[config.mk]
export PLATFORM = sky130hd
export DESIGN_NAME = tsc_ctrl_status
export DESIGN_NICKNAME = d
export VERILOG_FILES = /design/src/hdl/tsc_pkg.sv /design/src/hdl/tsc_conv_if.sv /design/src/hdl/tsc_conv_seq.sv /design/src/hdl/tsc_ctrl_status.sv
export SDC_FILE = /design/constraint.sdc
export NUM_CORES = 1
export LEC_CHECK = 0
export ABC_AREA = 1
export BUFFER_PORTS_ARGS = -buffer_cell sky130_fd_sc_hd__buf_2
export CAP_MARGIN = 20
export CORE_MARGIN = 3
export CORE_UTILIZATION = 54
export DETAILED_ROUTE_END_ITERATION = 10
export HOLD_SLACK_MARGIN = 0.15
export PLACE_DENSITY = 0.8
export SETUP_SLACK_MARGIN = 0.4
export SYNTH_ARGS = -nofsm -noshare
export SYNTH_HDL_FRONTEND = slang
export SYNTH_SLANG_ARGS = --single-unit
[constraint.sdc]
create_clock -name i_clk -period 2.2 [get_ports i_clk]
set_input_delay 0.22 -clock i_clk [delete_from_list [all_inputs] [get_ports i_clk]]
set_output_delay 0.22 -clock i_clk [all_outputs]
set_load 0.02 [all_outputs]
[src/hdl/tsc_pkg.sv]
// Purpose: Shared constants and types of the thermal sensor control/status block
// Assumes: 100 MHz system clock
// Notes: Command bytes are the register addresses seen on the two-wire bus
package tsc_pkg;
	// Clock and timing
	localparam int CLK_FREQ_HZ = 100_000_000;
	localparam int PWRUP_TIME_MS = 30;
	localparam int PWRUP_CYCLES = PWRUP_TIME_MS * (CLK_FREQ_HZ / 1000);
	localparam logic [7:0] CONV_CYCLES = 8'h40;
	// Bus address of this device (arbitrary)
	localparam logic [6:0] DEV_ADDR = 7'h18;
	// Command bytes
	localparam logic [7:0] CMD_COMMON_STATUS = 8'h02;
	localparam logic [7:0] CMD_CONFIG = 8'h03;
	localparam logic [7:0] CMD_FILTER = 8'h06;
	localparam logic [7:0] CMD_FAULT = 8'h07;
	localparam logic [7:0] CMD_STATUS_TWO = 8'h08;
	localparam logic [7:0] CMD_STATUS_THREE = 8'h09;
	localparam logic [7:0] CMD_STATUS_FOUR = 8'h0a;
	localparam logic [7:0] CMD_SINGLE_CONV = 8'h0f;
	// Reset values and writable masks
	localparam logic [7:0] FILTER_RESET = 8'h0f;
	localparam logic [7:0] FILTER_WR_MASK = 8'h0f;
	localparam logic [7:0] CONFIG_RESET = 8'h03;
	localparam logic [7:0] CONFIG_WR_MASK = 8'h43;
	localparam logic [7:0] COMMON_RESET = 8'h00;
	// Field positions
	localparam int FLT_R2_LSB = 2;
	localparam int FLT_R1_LSB = 0;
	localparam int CFG_STANDBY_BIT = 6;
	localparam int CS_BUSY_BIT = 7;
	localparam int CS_PENDING_BIT = 6;
	// Fault substitutes
	localparam logic [7:0] FAULT_UNSIGNED = 8'h00;
	localparam logic [7:0] FAULT_SIGNED = 8'h80;
	localparam logic [2:0] LAST_CHAN = 3'h4;
	typedef enum logic [0:0] {
		SEQ_IDLE = 1'b0,
		SEQ_RUN = 1'b1
	} tsc_seq_state_e;
	typedef enum logic [3:0] {
		BUS_IDLE = 4'h0,
		BUS_ADDR = 4'h1,
		BUS_ADDR_ACK = 4'h2,
		BUS_CMD = 4'h3,
		BUS_CMD_ACK = 4'h4,
		BUS_WDATA = 4'h5,
		BUS_WDATA_ACK = 4'h6,
		BUS_RDATA = 4'h7,
		BUS_RDATA_ACK = 4'h8
	} tsc_bus_state_e;
endpackage

[src/hdl/tsc_conv_if.sv]
// Purpose: Carrier between the register logic and the conversion sequencer
// Assumes: Single clock domain
// Notes: start is a one-cycle pulse, done a one-cycle pulse
`timescale 1ns/1ns
`default_nettype none
interface tsc_conv_if;
	logic start;
	logic [4:0] enable;
	logic busy;
	logic done;
	modport ctrl (output start, output enable, input busy, input done);
	modport seq (input start, input enable, output busy, output done);
endinterface
`default_nettype wire

[src/hdl/tsc_conv_seq.sv]
// Purpose: Walks one conversion pass over local and four remote channels
// Assumes: Enables steady during a pass
// Notes: Disabled channels take one cycle, enabled ones CONV_CYCLES
`timescale 1ns/1ns
`default_nettype none
module tsc_conv_seq (
	// Clock and reset
	input wire logic i_clk,
	input wire logic i_srst,
	// Control side
	tsc_conv_if.seq conv
);
	import tsc_pkg::*;

	tsc_seq_state_e state;
	logic [2:0] chan;
	logic [7:0] cnt;

	////////////////////////////////////////////////////////////////////////
	always_ff @(posedge i_clk) begin
		if (i_srst) begin
			state <= SEQ_IDLE;
			conv.busy <= 1'b0;
			conv.done <= 1'b0;
			chan <= 3'h0;
			cnt <= 8'h00;
		end else begin
			conv.done <= 1'b0;
			case (state)
				SEQ_IDLE: begin
					if (conv.start) begin
						state <= SEQ_RUN;
						conv.busy <= 1'b1;
						chan <= 3'h0;
						cnt <= 8'h00;
					end
				end
				SEQ_RUN: begin
					if (!conv.enable[chan] || cnt == CONV_CYCLES - 8'h01) begin
						cnt <= 8'h00;
						if (chan == LAST_CHAN) begin
							state <= SEQ_IDLE;
							conv.busy <= 1'b0;
							conv.done <= 1'b1;
						end else begin
							chan <= chan + 3'h1;
						end
					end else begin
						cnt <= cnt + 8'h01;
					end
				end
				default: begin
					state <= SEQ_IDLE;
				end
			endcase
		end
	end

	////////////////////////////////////////////////////////////////////////
	chk_skip_disabled: assert property (@(posedge i_clk) disable iff (i_srst)
		(state == SEQ_RUN && !conv.enable[chan] && chan != LAST_CHAN) |=> chan == $past(chan) + 3'h1)
		else $error("disabled channel not skipped");
	chk_busy_clear: assert property (@(posedge i_clk) disable iff (i_srst)
		conv.done |-> !conv.busy && $past(chan) == LAST_CHAN)
		else $error("busy not cleared at pass end");
	cov_full_pass: cover property (@(posedge i_clk) disable iff (i_srst) conv.done);
endmodule
`default_nettype wire

[src/hdl/tsc_ctrl_status.sv]
// Purpose: Control and status registers of a multi-channel diode temperature sensor
// Assumes: Two-wire bus pins and diode fault comparators are asynchronous
// Notes: Byte write = address, command, data; read = address(R) after command set
`timescale 1ns/1ns
`default_nettype none
module tsc_ctrl_status #(
	parameter int PWRUP_LIMIT = tsc_pkg::PWRUP_CYCLES
) (
	// Clock and reset
	input wire logic i_clk,
	input wire logic i_srst,
	// Two-wire bus
	input wire logic i_scl,
	input wire logic i_sda,
	output logic o_sda_out,
	output logic o_sda_oe,
	// Diode fault comparators
	input wire logic [3:0] i_dplus_short,
	input wire logic [3:0] i_dplus_open,
	// Channel enables and comparator status
	input wire logic [4:0] i_chan_enable,
	input wire logic [4:0] i_status_two,
	input wire logic [4:0] i_status_three,
	input wire logic [4:0] i_status_four,
	input wire logic [4:0] i_mask_two,
	input wire logic [4:0] i_mask_three,
	input wire logic [4:0] i_mask_four,
	// Raw readings, four remotes of 8 bits
	input wire logic [31:0] i_raw_unsigned,
	input wire logic [31:0] i_raw_signed,
	// Outputs
	output logic [1:0] o_remote_one_filter_sel,
	output logic [1:0] o_remote_two_filter_sel,
	output logic o_sleep_control_bit,
	output logic o_busy,
	output logic o_critical_output_one,
	output logic o_critical_output_two,
	output logic o_critical_output_three,
	output logic [31:0] o_reported_unsigned,
	output logic [31:0] o_reported_signed
);
	import tsc_pkg::*;

	localparam logic [21:0] PWRUP_END = 22'(PWRUP_LIMIT);

	tsc_conv_if conv ();
	tsc_conv_seq u_seq (
		.i_clk(i_clk),
		.i_srst(i_srst),
		.conv(conv)
	);

	////////////////////////////////////////////////////////////////////////
	// Synchronisers
	logic scl_m, scl_s, scl_d, sda_m, sda_s, sda_d;
	logic [3:0] short_m, short_s, open_m, open_s;
	always_ff @(posedge i_clk) begin
		if (i_srst) begin
			{scl_m, scl_s, scl_d, sda_m, sda_s, sda_d} <= 6'h3f;
			{short_m, short_s, open_m, open_s} <= 16'h0000;
		end else begin
			{scl_m, scl_s, scl_d} <= {i_scl, scl_m, scl_s};
			{sda_m, sda_s, sda_d} <= {i_sda, sda_m, sda_s};
			{short_m, short_s} <= {i_dplus_short, short_m};
			{open_m, open_s} <= {i_dplus_open, open_m};
		end
	end
	logic scl_rise, scl_fall, bus_start, bus_stop;
	assign scl_rise = scl_s & ~scl_d;
	assign scl_fall = ~scl_s & scl_d;
	assign bus_start = scl_s & scl_d & ~sda_s & sda_d;
	assign bus_stop = scl_s & scl_d & sda_s & ~sda_d;

	////////////////////////////////////////////////////////////////////////
	// Registers
	logic [7:0] filter_reg, config_reg, fault_reg, common_status;
	logic [4:0] stat_two, stat_three, stat_four;
	logic power_up_pending;
	logic [21:0] pwr_cnt;
	logic wr_pulse;
	logic [7:0] wr_cmd, wr_data;
	logic status_four_any, status_three_any, status_two_any, status_one_any;

	assign status_four_any = |stat_four;
	assign status_three_any = |stat_three;
	assign status_two_any = |stat_two;
	assign status_one_any = |fault_reg;
	assign common_status = {conv.busy, power_up_pending, 2'b00, status_four_any,
		status_three_any, status_two_any, status_one_any};

	always_ff @(posedge i_clk) begin
		if (i_srst) begin
			pwr_cnt <= 22'h000000;
			power_up_pending <= 1'b1;
		end else if (pwr_cnt != PWRUP_END) begin
			pwr_cnt <= pwr_cnt + 22'h000001;
			power_up_pending <= (pwr_cnt != PWRUP_END - 22'h000001);
		end
	end

	always_ff @(posedge i_clk) begin
		if (i_srst) begin
			filter_reg <= FILTER_RESET;
			config_reg <= CONFIG_RESET;
		end else if (wr_pulse && wr_cmd == CMD_FILTER) begin
			filter_reg <= wr_data & FILTER_WR_MASK;
		end else if (wr_pulse && wr_cmd == CMD_CONFIG) begin
			config_reg <= wr_data & CONFIG_WR_MASK;
		end
	end

	always_ff @(posedge i_clk) begin
		if (i_srst) begin
			fault_reg <= 8'h00;
			{stat_two, stat_three, stat_four} <= 15'h0000;
		end else begin
			fault_reg <= {open_s[3], short_s[3], open_s[2], short_s[2],
				open_s[1], short_s[1], open_s[0], short_s[0]};
			{stat_two, stat_three, stat_four} <= {i_status_two, i_status_three, i_status_four};
		end
	end

	////////////////////////////////////////////////////////////////////////
	// Conversion control
	logic standby;
	assign standby = config_reg[CFG_STANDBY_BIT];
	assign conv.enable = i_chan_enable;
	always_ff @(posedge i_clk) begin
		if (i_srst) begin
			conv.start <= 1'b0;
		end else begin
			conv.start <= !power_up_pending && !conv.busy && !conv.start &&
				(standby ? (wr_pulse && wr_cmd == CMD_SINGLE_CONV) : 1'b1);
		end
	end

	////////////////////////////////////////////////////////////////////////
	// Outputs
	always_ff @(posedge i_clk) begin
		if (i_srst) begin
			o_remote_one_filter_sel <= FILTER_RESET[FLT_R1_LSB +: 2];
			o_remote_two_filter_sel <= FILTER_RESET[FLT_R2_LSB +: 2];
			o_sleep_control_bit <= CONFIG_RESET[CFG_STANDBY_BIT];
			o_busy <= 1'b0;
			o_critical_output_one <= 1'b0;
			o_critical_output_two <= 1'b0;
			o_critical_output_three <= 1'b0;
		end else begin
			o_remote_one_filter_sel <= filter_reg[FLT_R1_LSB +: 2];
			o_remote_two_filter_sel <= filter_reg[FLT_R2_LSB +: 2];
			o_sleep_control_bit <= standby;
			o_busy <= conv.busy;
			o_critical_output_one <= |(stat_two & ~i_mask_two);
			o_critical_output_two <= |(stat_three & ~i_mask_three);
			o_critical_output_three <= |(stat_four & ~i_mask_four);
		end
	end

	genvar g;
	generate
		for (g = 0; g < 4; g++) begin : g_sub
			always_ff @(posedge i_clk) begin
				if (i_srst) begin
					o_reported_unsigned[8*g +: 8] <= FAULT_UNSIGNED;
					o_reported_signed[8*g +: 8] <= FAULT_SIGNED;
				end else if (fault_reg[2*g] || fault_reg[2*g+1]) begin
					o_reported_unsigned[8*g +: 8] <= FAULT_UNSIGNED;
					o_reported_signed[8*g +: 8] <= FAULT_SIGNED;
				end else begin
					o_reported_unsigned[8*g +: 8] <= i_raw_unsigned[8*g +: 8];
					o_reported_signed[8*g +: 8] <= i_raw_signed[8*g +: 8];
				end
			end
		end
	endgenerate

	////////////////////////////////////////////////////////////////////////
	// Two-wire bus slave
	tsc_bus_state_e bstate;
	logic [7:0] shreg, txreg, pointer, rd_byte;
	logic [3:0] bitcnt;
	logic rnw, nack;

	always_comb begin
		case (pointer)
			CMD_COMMON_STATUS: rd_byte = common_status;
			CMD_CONFIG: rd_byte = config_reg;
			CMD_FILTER: rd_byte = filter_reg;
			CMD_FAULT: rd_byte = fault_reg;
			CMD_STATUS_TWO: rd_byte = {3'b000, stat_two};
			CMD_STATUS_THREE: rd_byte = {3'b000, stat_three};
			CMD_STATUS_FOUR: rd_byte = {3'b000, stat_four};
			default: rd_byte = 8'h00;
		endcase
	end

	always_ff @(posedge i_clk) begin
		if (i_srst) begin
			bstate <= BUS_IDLE;
			{shreg, txreg, pointer, wr_cmd, wr_data} <= 40'h0000000000;
			bitcnt <= 4'h0;
			{rnw, nack, wr_pulse, o_sda_oe, o_sda_out} <= 5'h00;
		end else begin
			wr_pulse <= 1'b0;
			o_sda_out <= 1'b0;
			if (bus_start) begin
				bstate <= BUS_ADDR;
				bitcnt <= 4'h0;
				o_sda_oe <= 1'b0;
			end else if (bus_stop) begin
				bstate <= BUS_IDLE;
				o_sda_oe <= 1'b0;
			end else if (scl_rise) begin
				if (bstate == BUS_ADDR || bstate == BUS_CMD || bstate == BUS_WDATA) begin
					shreg <= {shreg[6:0], sda_s};
					bitcnt <= bitcnt + 4'h1;
				end
				if (bstate == BUS_RDATA_ACK) begin
					nack <= sda_s;
				end
			end else if (scl_fall) begin
				case (bstate)
					BUS_ADDR: begin
						if (bitcnt == 4'h8) begin
							if (shreg[7:1] == DEV_ADDR) begin
								o_sda_oe <= 1'b1;
								rnw <= shreg[0];
								bstate <= BUS_ADDR_ACK;
							end else begin
								bstate <= BUS_IDLE;
							end
						end
					end
					BUS_ADDR_ACK, BUS_RDATA_ACK: begin
						bitcnt <= 4'h1;
						if (bstate == BUS_RDATA_ACK && nack) begin
							o_sda_oe <= 1'b0;
							bstate <= BUS_IDLE;
						end else if (rnw) begin
							o_sda_oe <= ~rd_byte[7];
							txreg <= {rd_byte[6:0], 1'b0};
							bstate <= BUS_RDATA;
						end else begin
							o_sda_oe <= 1'b0;
							bitcnt <= 4'h0;
							bstate <= BUS_CMD;
						end
					end
					BUS_CMD, BUS_WDATA: begin
						if (bitcnt == 4'h8) begin
							o_sda_oe <= 1'b1;
							if (bstate == BUS_CMD) begin
								pointer <= shreg;
								bstate <= BUS_CMD_ACK;
							end else begin
								wr_cmd <= pointer;
								wr_data <= shreg;
								wr_pulse <= 1'b1;
								bstate <= BUS_WDATA_ACK;
							end
						end
					end
					BUS_CMD_ACK, BUS_WDATA_ACK: begin
						o_sda_oe <= 1'b0;
						bitcnt <= 4'h0;
						bstate <= BUS_WDATA;
					end
					BUS_RDATA: begin
						if (bitcnt == 4'h8) begin
							o_sda_oe <= 1'b0;
							bstate <= BUS_RDATA_ACK;
						end else begin
							o_sda_oe <= ~txreg[7];
							txreg <= {txreg[6:0], 1'b0};
							bitcnt <= bitcnt + 4'h1;
						end
					end
					default: begin
						o_sda_oe <= 1'b0;
					end
				endcase
			end
		end
	end

	////////////////////////////////////////////////////////////////////////
	// Checks
	chk_filter_upper_zero: assert property (@(posedge i_clk) disable iff (i_srst)
		filter_reg[7:4] == 4'h0 && (pointer != CMD_FILTER || rd_byte[7:4] == 4'h0))
		else $error("filter upper bits not zero");
	chk_filter_write: assert property (@(posedge i_clk) disable iff (i_srst)
		(wr_pulse && wr_cmd == CMD_FILTER) |=> ##1 o_remote_two_filter_sel == $past(wr_data[3:2], 2)
		&& o_remote_one_filter_sel == $past(wr_data[1:0], 2))
		else $error("filter select not taken from write");
	chk_single_start: assert property (@(posedge i_clk) disable iff (i_srst)
		(wr_pulse && wr_cmd == CMD_SINGLE_CONV && standby && !conv.busy && !conv.start
		&& !power_up_pending) |=> conv.start ##1 conv.busy)
		else $error("single conversion not started");
	chk_standby_quiet: assert property (@(posedge i_clk) disable iff (i_srst)
		(conv.start && standby) |-> $past(wr_pulse) && $past(wr_cmd) == CMD_SINGLE_CONV)
		else $error("conversion started in standby without trigger");
	chk_busy_bit: assert property (@(posedge i_clk) disable iff (i_srst)
		(common_status[CS_BUSY_BIT] == conv.busy) and (conv.busy |=> o_busy))
		else $error("busy bit mismatch");
	chk_pending_release: assert property (@(posedge i_clk) disable iff (i_srst)
		$fell(power_up_pending) |-> $past(pwr_cnt) == PWRUP_END - 22'h000001)
		else $error("power-up pending released at wrong count");
	chk_summary_or: assert property (@(posedge i_clk) disable iff (i_srst)
		common_status[3:0] == {|stat_four, |stat_three, |stat_two, |fault_reg}
		&& common_status[5:4] == 2'b00)
		else $error("status summary wrong");
	chk_fault_map: assert property (@(posedge i_clk) disable iff (i_srst)
		fault_reg[7] == $past(open_s[3]) && fault_reg[0] == $past(short_s[0]))
		else $error("fault flag placement wrong");
	chk_fault_subst: assert property (@(posedge i_clk) disable iff (i_srst)
		(fault_reg[1:0] != 2'b00) |=> o_reported_signed[7:0] == FAULT_SIGNED
		&& o_reported_unsigned[7:0] == FAULT_UNSIGNED)
		else $error("fault substitute not reported");
	chk_crit_one: assert property (@(posedge i_clk) disable iff (i_srst)
		o_critical_output_one == $past(|(stat_two & ~i_mask_two)))
		else $error("critical output one wrong");
	cov_single_pass: cover property (@(posedge i_clk) disable iff (i_srst)
		(standby && wr_pulse && wr_cmd == CMD_SINGLE_CONV) ##[1:400] conv.done);
	cov_read_done: cover property (@(posedge i_clk) disable iff (i_srst)
		bstate == BUS_RDATA_ACK ##[1:200] bstate == BUS_IDLE);
	cov_fault: cover property (@(posedge i_clk) disable iff (i_srst) status_one_any);
endmodule
`default_nettype wire

==> summary.md <==
| Metric | Value |
|---|---|
| Status | completed |
| CP endpoint kind | flop |
| CTS Buffer Depth | 3 |
| GRT Total Usage | 0.313 |
| Vias in the first global route | 8,332 |
| Worst path cell trace | nand3_2, nor2_4, nand2_1, nor2_4, nand2_1, nor2_2, a21oi_1, o21a_1 |
| Global-route wire length before repair | 42,300 µm |
| DRT Pass-1 Iters | 9 |
| Pwr dens | 779 nW/µm² |
| Adder-Cell Fraction of Synth Area | 0.0152 |
| Netlist cell types | 37 |
| Final Hold Fails | 0 |
| Post-DP HPWL | 14,500 µm |
| Die Span Y | 130 µm |
| Max_cap viols | 0 |
| F_max | 521 MHz |
| IO Pins | 186 |
| Most frequent cells in the layout | dfxtp_1, inv_1, nor2_1 |
| Final Core Density | 0.775 |
| Final setup viols | 0 |
| Die Span X | 130 µm |
| Root Driver | clkbuf_16 |
| Max Slew Vio Count | 0 |
| Top flop regs | o_reported_signed x32, o_reported_unsigned x32, pwr_cnt x22 |
| Commonest non-fill, non-tap cell in the layout | dfxtp_1 |
| Htree depth | 1 |
| Syn Nets | 1,234 |
| Setup TNS | 0 ns |
| DRC viols | 0 |
| Crit Path Class | flop to flop |
| Total power | 8910 µW |
| CP Max Fanout | 5 |
| Dpl cells | 1,466 |
| ANT nets after route | 0 |
| Slew margin rel. | 0.533 |
| Yosys warns | 0 |
| Seq. cell area | 4210 µm² |
| Routability cong. | 0.908 |
| Cells after Synth | 1,113 |
| Filler instances | 862 |
| Peak VDD IR | 0.646 mV |
| Port bufs | 184 |
| Final non-filler cell total | 1,613 |
| Average size of a mapped cell | 7.41 µm² |
| Mux cell area share after synthesis | 0 |
| Final Cycle Share | 0.872 |
| Clock sinks | 210 |
| Clk_lat worst skew | 0.51 ns |
| Syn-to-layout area delta | 38.7% |
| Mean routed wirelength per cell | 17.7 µm |
| Starting Density | 0.559 |
| Sequential-to-total area share from yosys stat | 0.510 |
| Clk_skew | 0.0134 ns |
| Synth Area in Compound Gates | 0.107 |
| Multi-input gate area | 3300 µm² |
| Layout cells sized above 1 | 0.219 |
| DR vias/cell | 5.47 |
| Die outline area | 16,800 µm² |
| CP arrival | 2.30 ns |
| Hold slack | 0.241 ns |
| Xor/xnor cell area share of the yosys netlist | 0.00743 |
| Crit-path max cell delay | 0.46 ns |
| RSZ-0062 raised after global routing | true |
| Static Leakage | 0.00553 µW |
| Synth Register Bits | 210 |
| Nets | 1,534 |
| CTS buffer count | 21 |
| Core area | 14,800 µm² |
| Rows | 44 |
| TritonCTS clock tree | done |
| Largest net degree at the start of global routing | 76 |
| Startpoint Class | flop |
| Routed wire length | 28,600 µm |
| Initial drt markers | 988 |
| Main combinational cell family by area after synthesis | simple AND/OR/NAND/NOR gates |
| Initial antenna violation count | 0 |
| Fin crit period | 1.92 ns |
| Min-Delay Path Class | primary input to flop |
| Simple-Gate Fraction of Synth Area | 0.250 |
| Critical Path RT | 2.58 ns |
| Post-synth design cell area | 8250 µm² |
| Crit-path slowest cell | dfxtp_1 |
| Clock transition at path regs | 0.07 ns |
| Worst Tran Pin Value | 0.699 ns |
| Via count | 8,831 |
| Overflow after GRT | 0 |
[cells in the mapped netlist, drive strengths merged]
| library cell | instances | share of area |
|---|---|---|
| nor2 | 220 | 0.10 |
| inv | 212 | 0.096 |
| dfxtp | 210 | 0.51 |
| nand2 | 142 | 0.066 |
| a21oi | 77 | 0.047 |
| o21ai | 69 | 0.042 |
| nand3 | 64 | 0.042 |
| clkbuf | 18 | 0.0082 |
| nor3 | 16 | 0.010 |
| nand4 | 15 | 0.011 |
| or2 | 12 | 0.0091 |
| ha | 10 | 0.015 |
| o22ai | 8 | 0.0061 |
| buf | 7 | 0.0047 |
| nor4 | 7 | 0.0053 |
| o211ai | 7 | 0.0064 |
| xor2 | 4 | 0.0042 |
| and2 | 3 | 0.0023 |
| xnor2 | 3 | 0.0032 |
| o21a | 2 | 0.0018 |
| a21o | 1 | 0.00091 |
| a31oi | 1 | 0.00076 |
| clkinv | 1 | 0.00045 |
| conb | 1 | 0.00045 |
| nand3b | 1 | 0.00091 |
| o211a | 1 | 0.0012 |
| o21bai | 1 | 0.00091 |
[where the power goes]
group | total (µW) | switching (µW) | internal [µW] | leakage [µW]
sequential | 3990 | 69.5 | 3920 | 0.00172
combinational | 806 | 466 | 340 | 0.00341
clock | 4110 | 1520 | 2590 | 0.000397
total | 8910 | 2060 | 6860 | 0.00553
[final cells by class]
class / count / area share
diodes: 1 / 0.000219
repair buffers: 302 / 0.182
multi-input cells: 665 / 0.289
clock inverters: 13 / 0.0194
flip-flops and latches: 210 / 0.368
inverters: 213 / 0.0701
well taps: 184 / 0.0201
clock buffers: 25 / 0.0507
[worst paths after layout]
| kind | from | end | slack [ns] | cells after the start |
|---|---|---|---|---|
| setup reg to reg | pwr_cnt[2] | pwr_cnt[13] | 0.28 | 8 |
| hold reg to reg | sda_m | sda_s | 0.41 | 1 |
| setup / recovery | pwr_cnt[2] | pwr_cnt[13] | 0.28 | 8 |
| hold / removal | i_srst | stat_four[1] | 0.24 | 3 |
[worst max-delay path, delay by kind of cell, from the launching register on]
family           cells  cell delay, ns
AND/OR/NAND/NOR      6            1.03
AO/OA/AOI/OAI        2            0.29
flip-flops           1            0.46
[kinds of logic (layout without fill, tap and decap cells)]
kind of cell,count (synthesis),in the layout
AO/OA/AOI/OAI,167,167
adder cells (fa/ha/maj),10,10
XOR/XNOR,7,7
AND/OR/NAND/NOR,480,480
buffers and inverters,238,553
other,1,2
flip-flops,210,210
[routing by layer]
metal | up-vias | wire length, µm | track usage
met5 | - | 0 | 0
met4 | 0 | 1750 | 0.161
met3 | 166 | 2670 | 0.0783
met2 | 605 | 13400 | 0.531
met1 | 3995 | 10800 | 0.367
li1 | 4065 | - | -
[metrics by stage]
stage	instance area (µm²)	setup slack [ns]
2_1_floorplan	8250	0.618
3_3_place_gp	9380	0.408
3_5_place_dp	9380	0.400
4_1_cts	11200	0.430
5_1_grt	11400	0.306
6_report	11400	0.282
[repair_timing]
| item | in CTS | in global routing |
|---|---|---|
| hold buffers | 99 | 0 |
| pin swaps | 0 | 10 |
| endpoints found under the hold margin | 92 | 0 |
| gates resized for setup | 2 | 53 |
| endpoints found under the setup margin | 3 | 53 |
| setup buffers | 0 | 8 |
| cloned | 0 | 1 |
No activity file was read; power rests on OpenSTA's default activity.
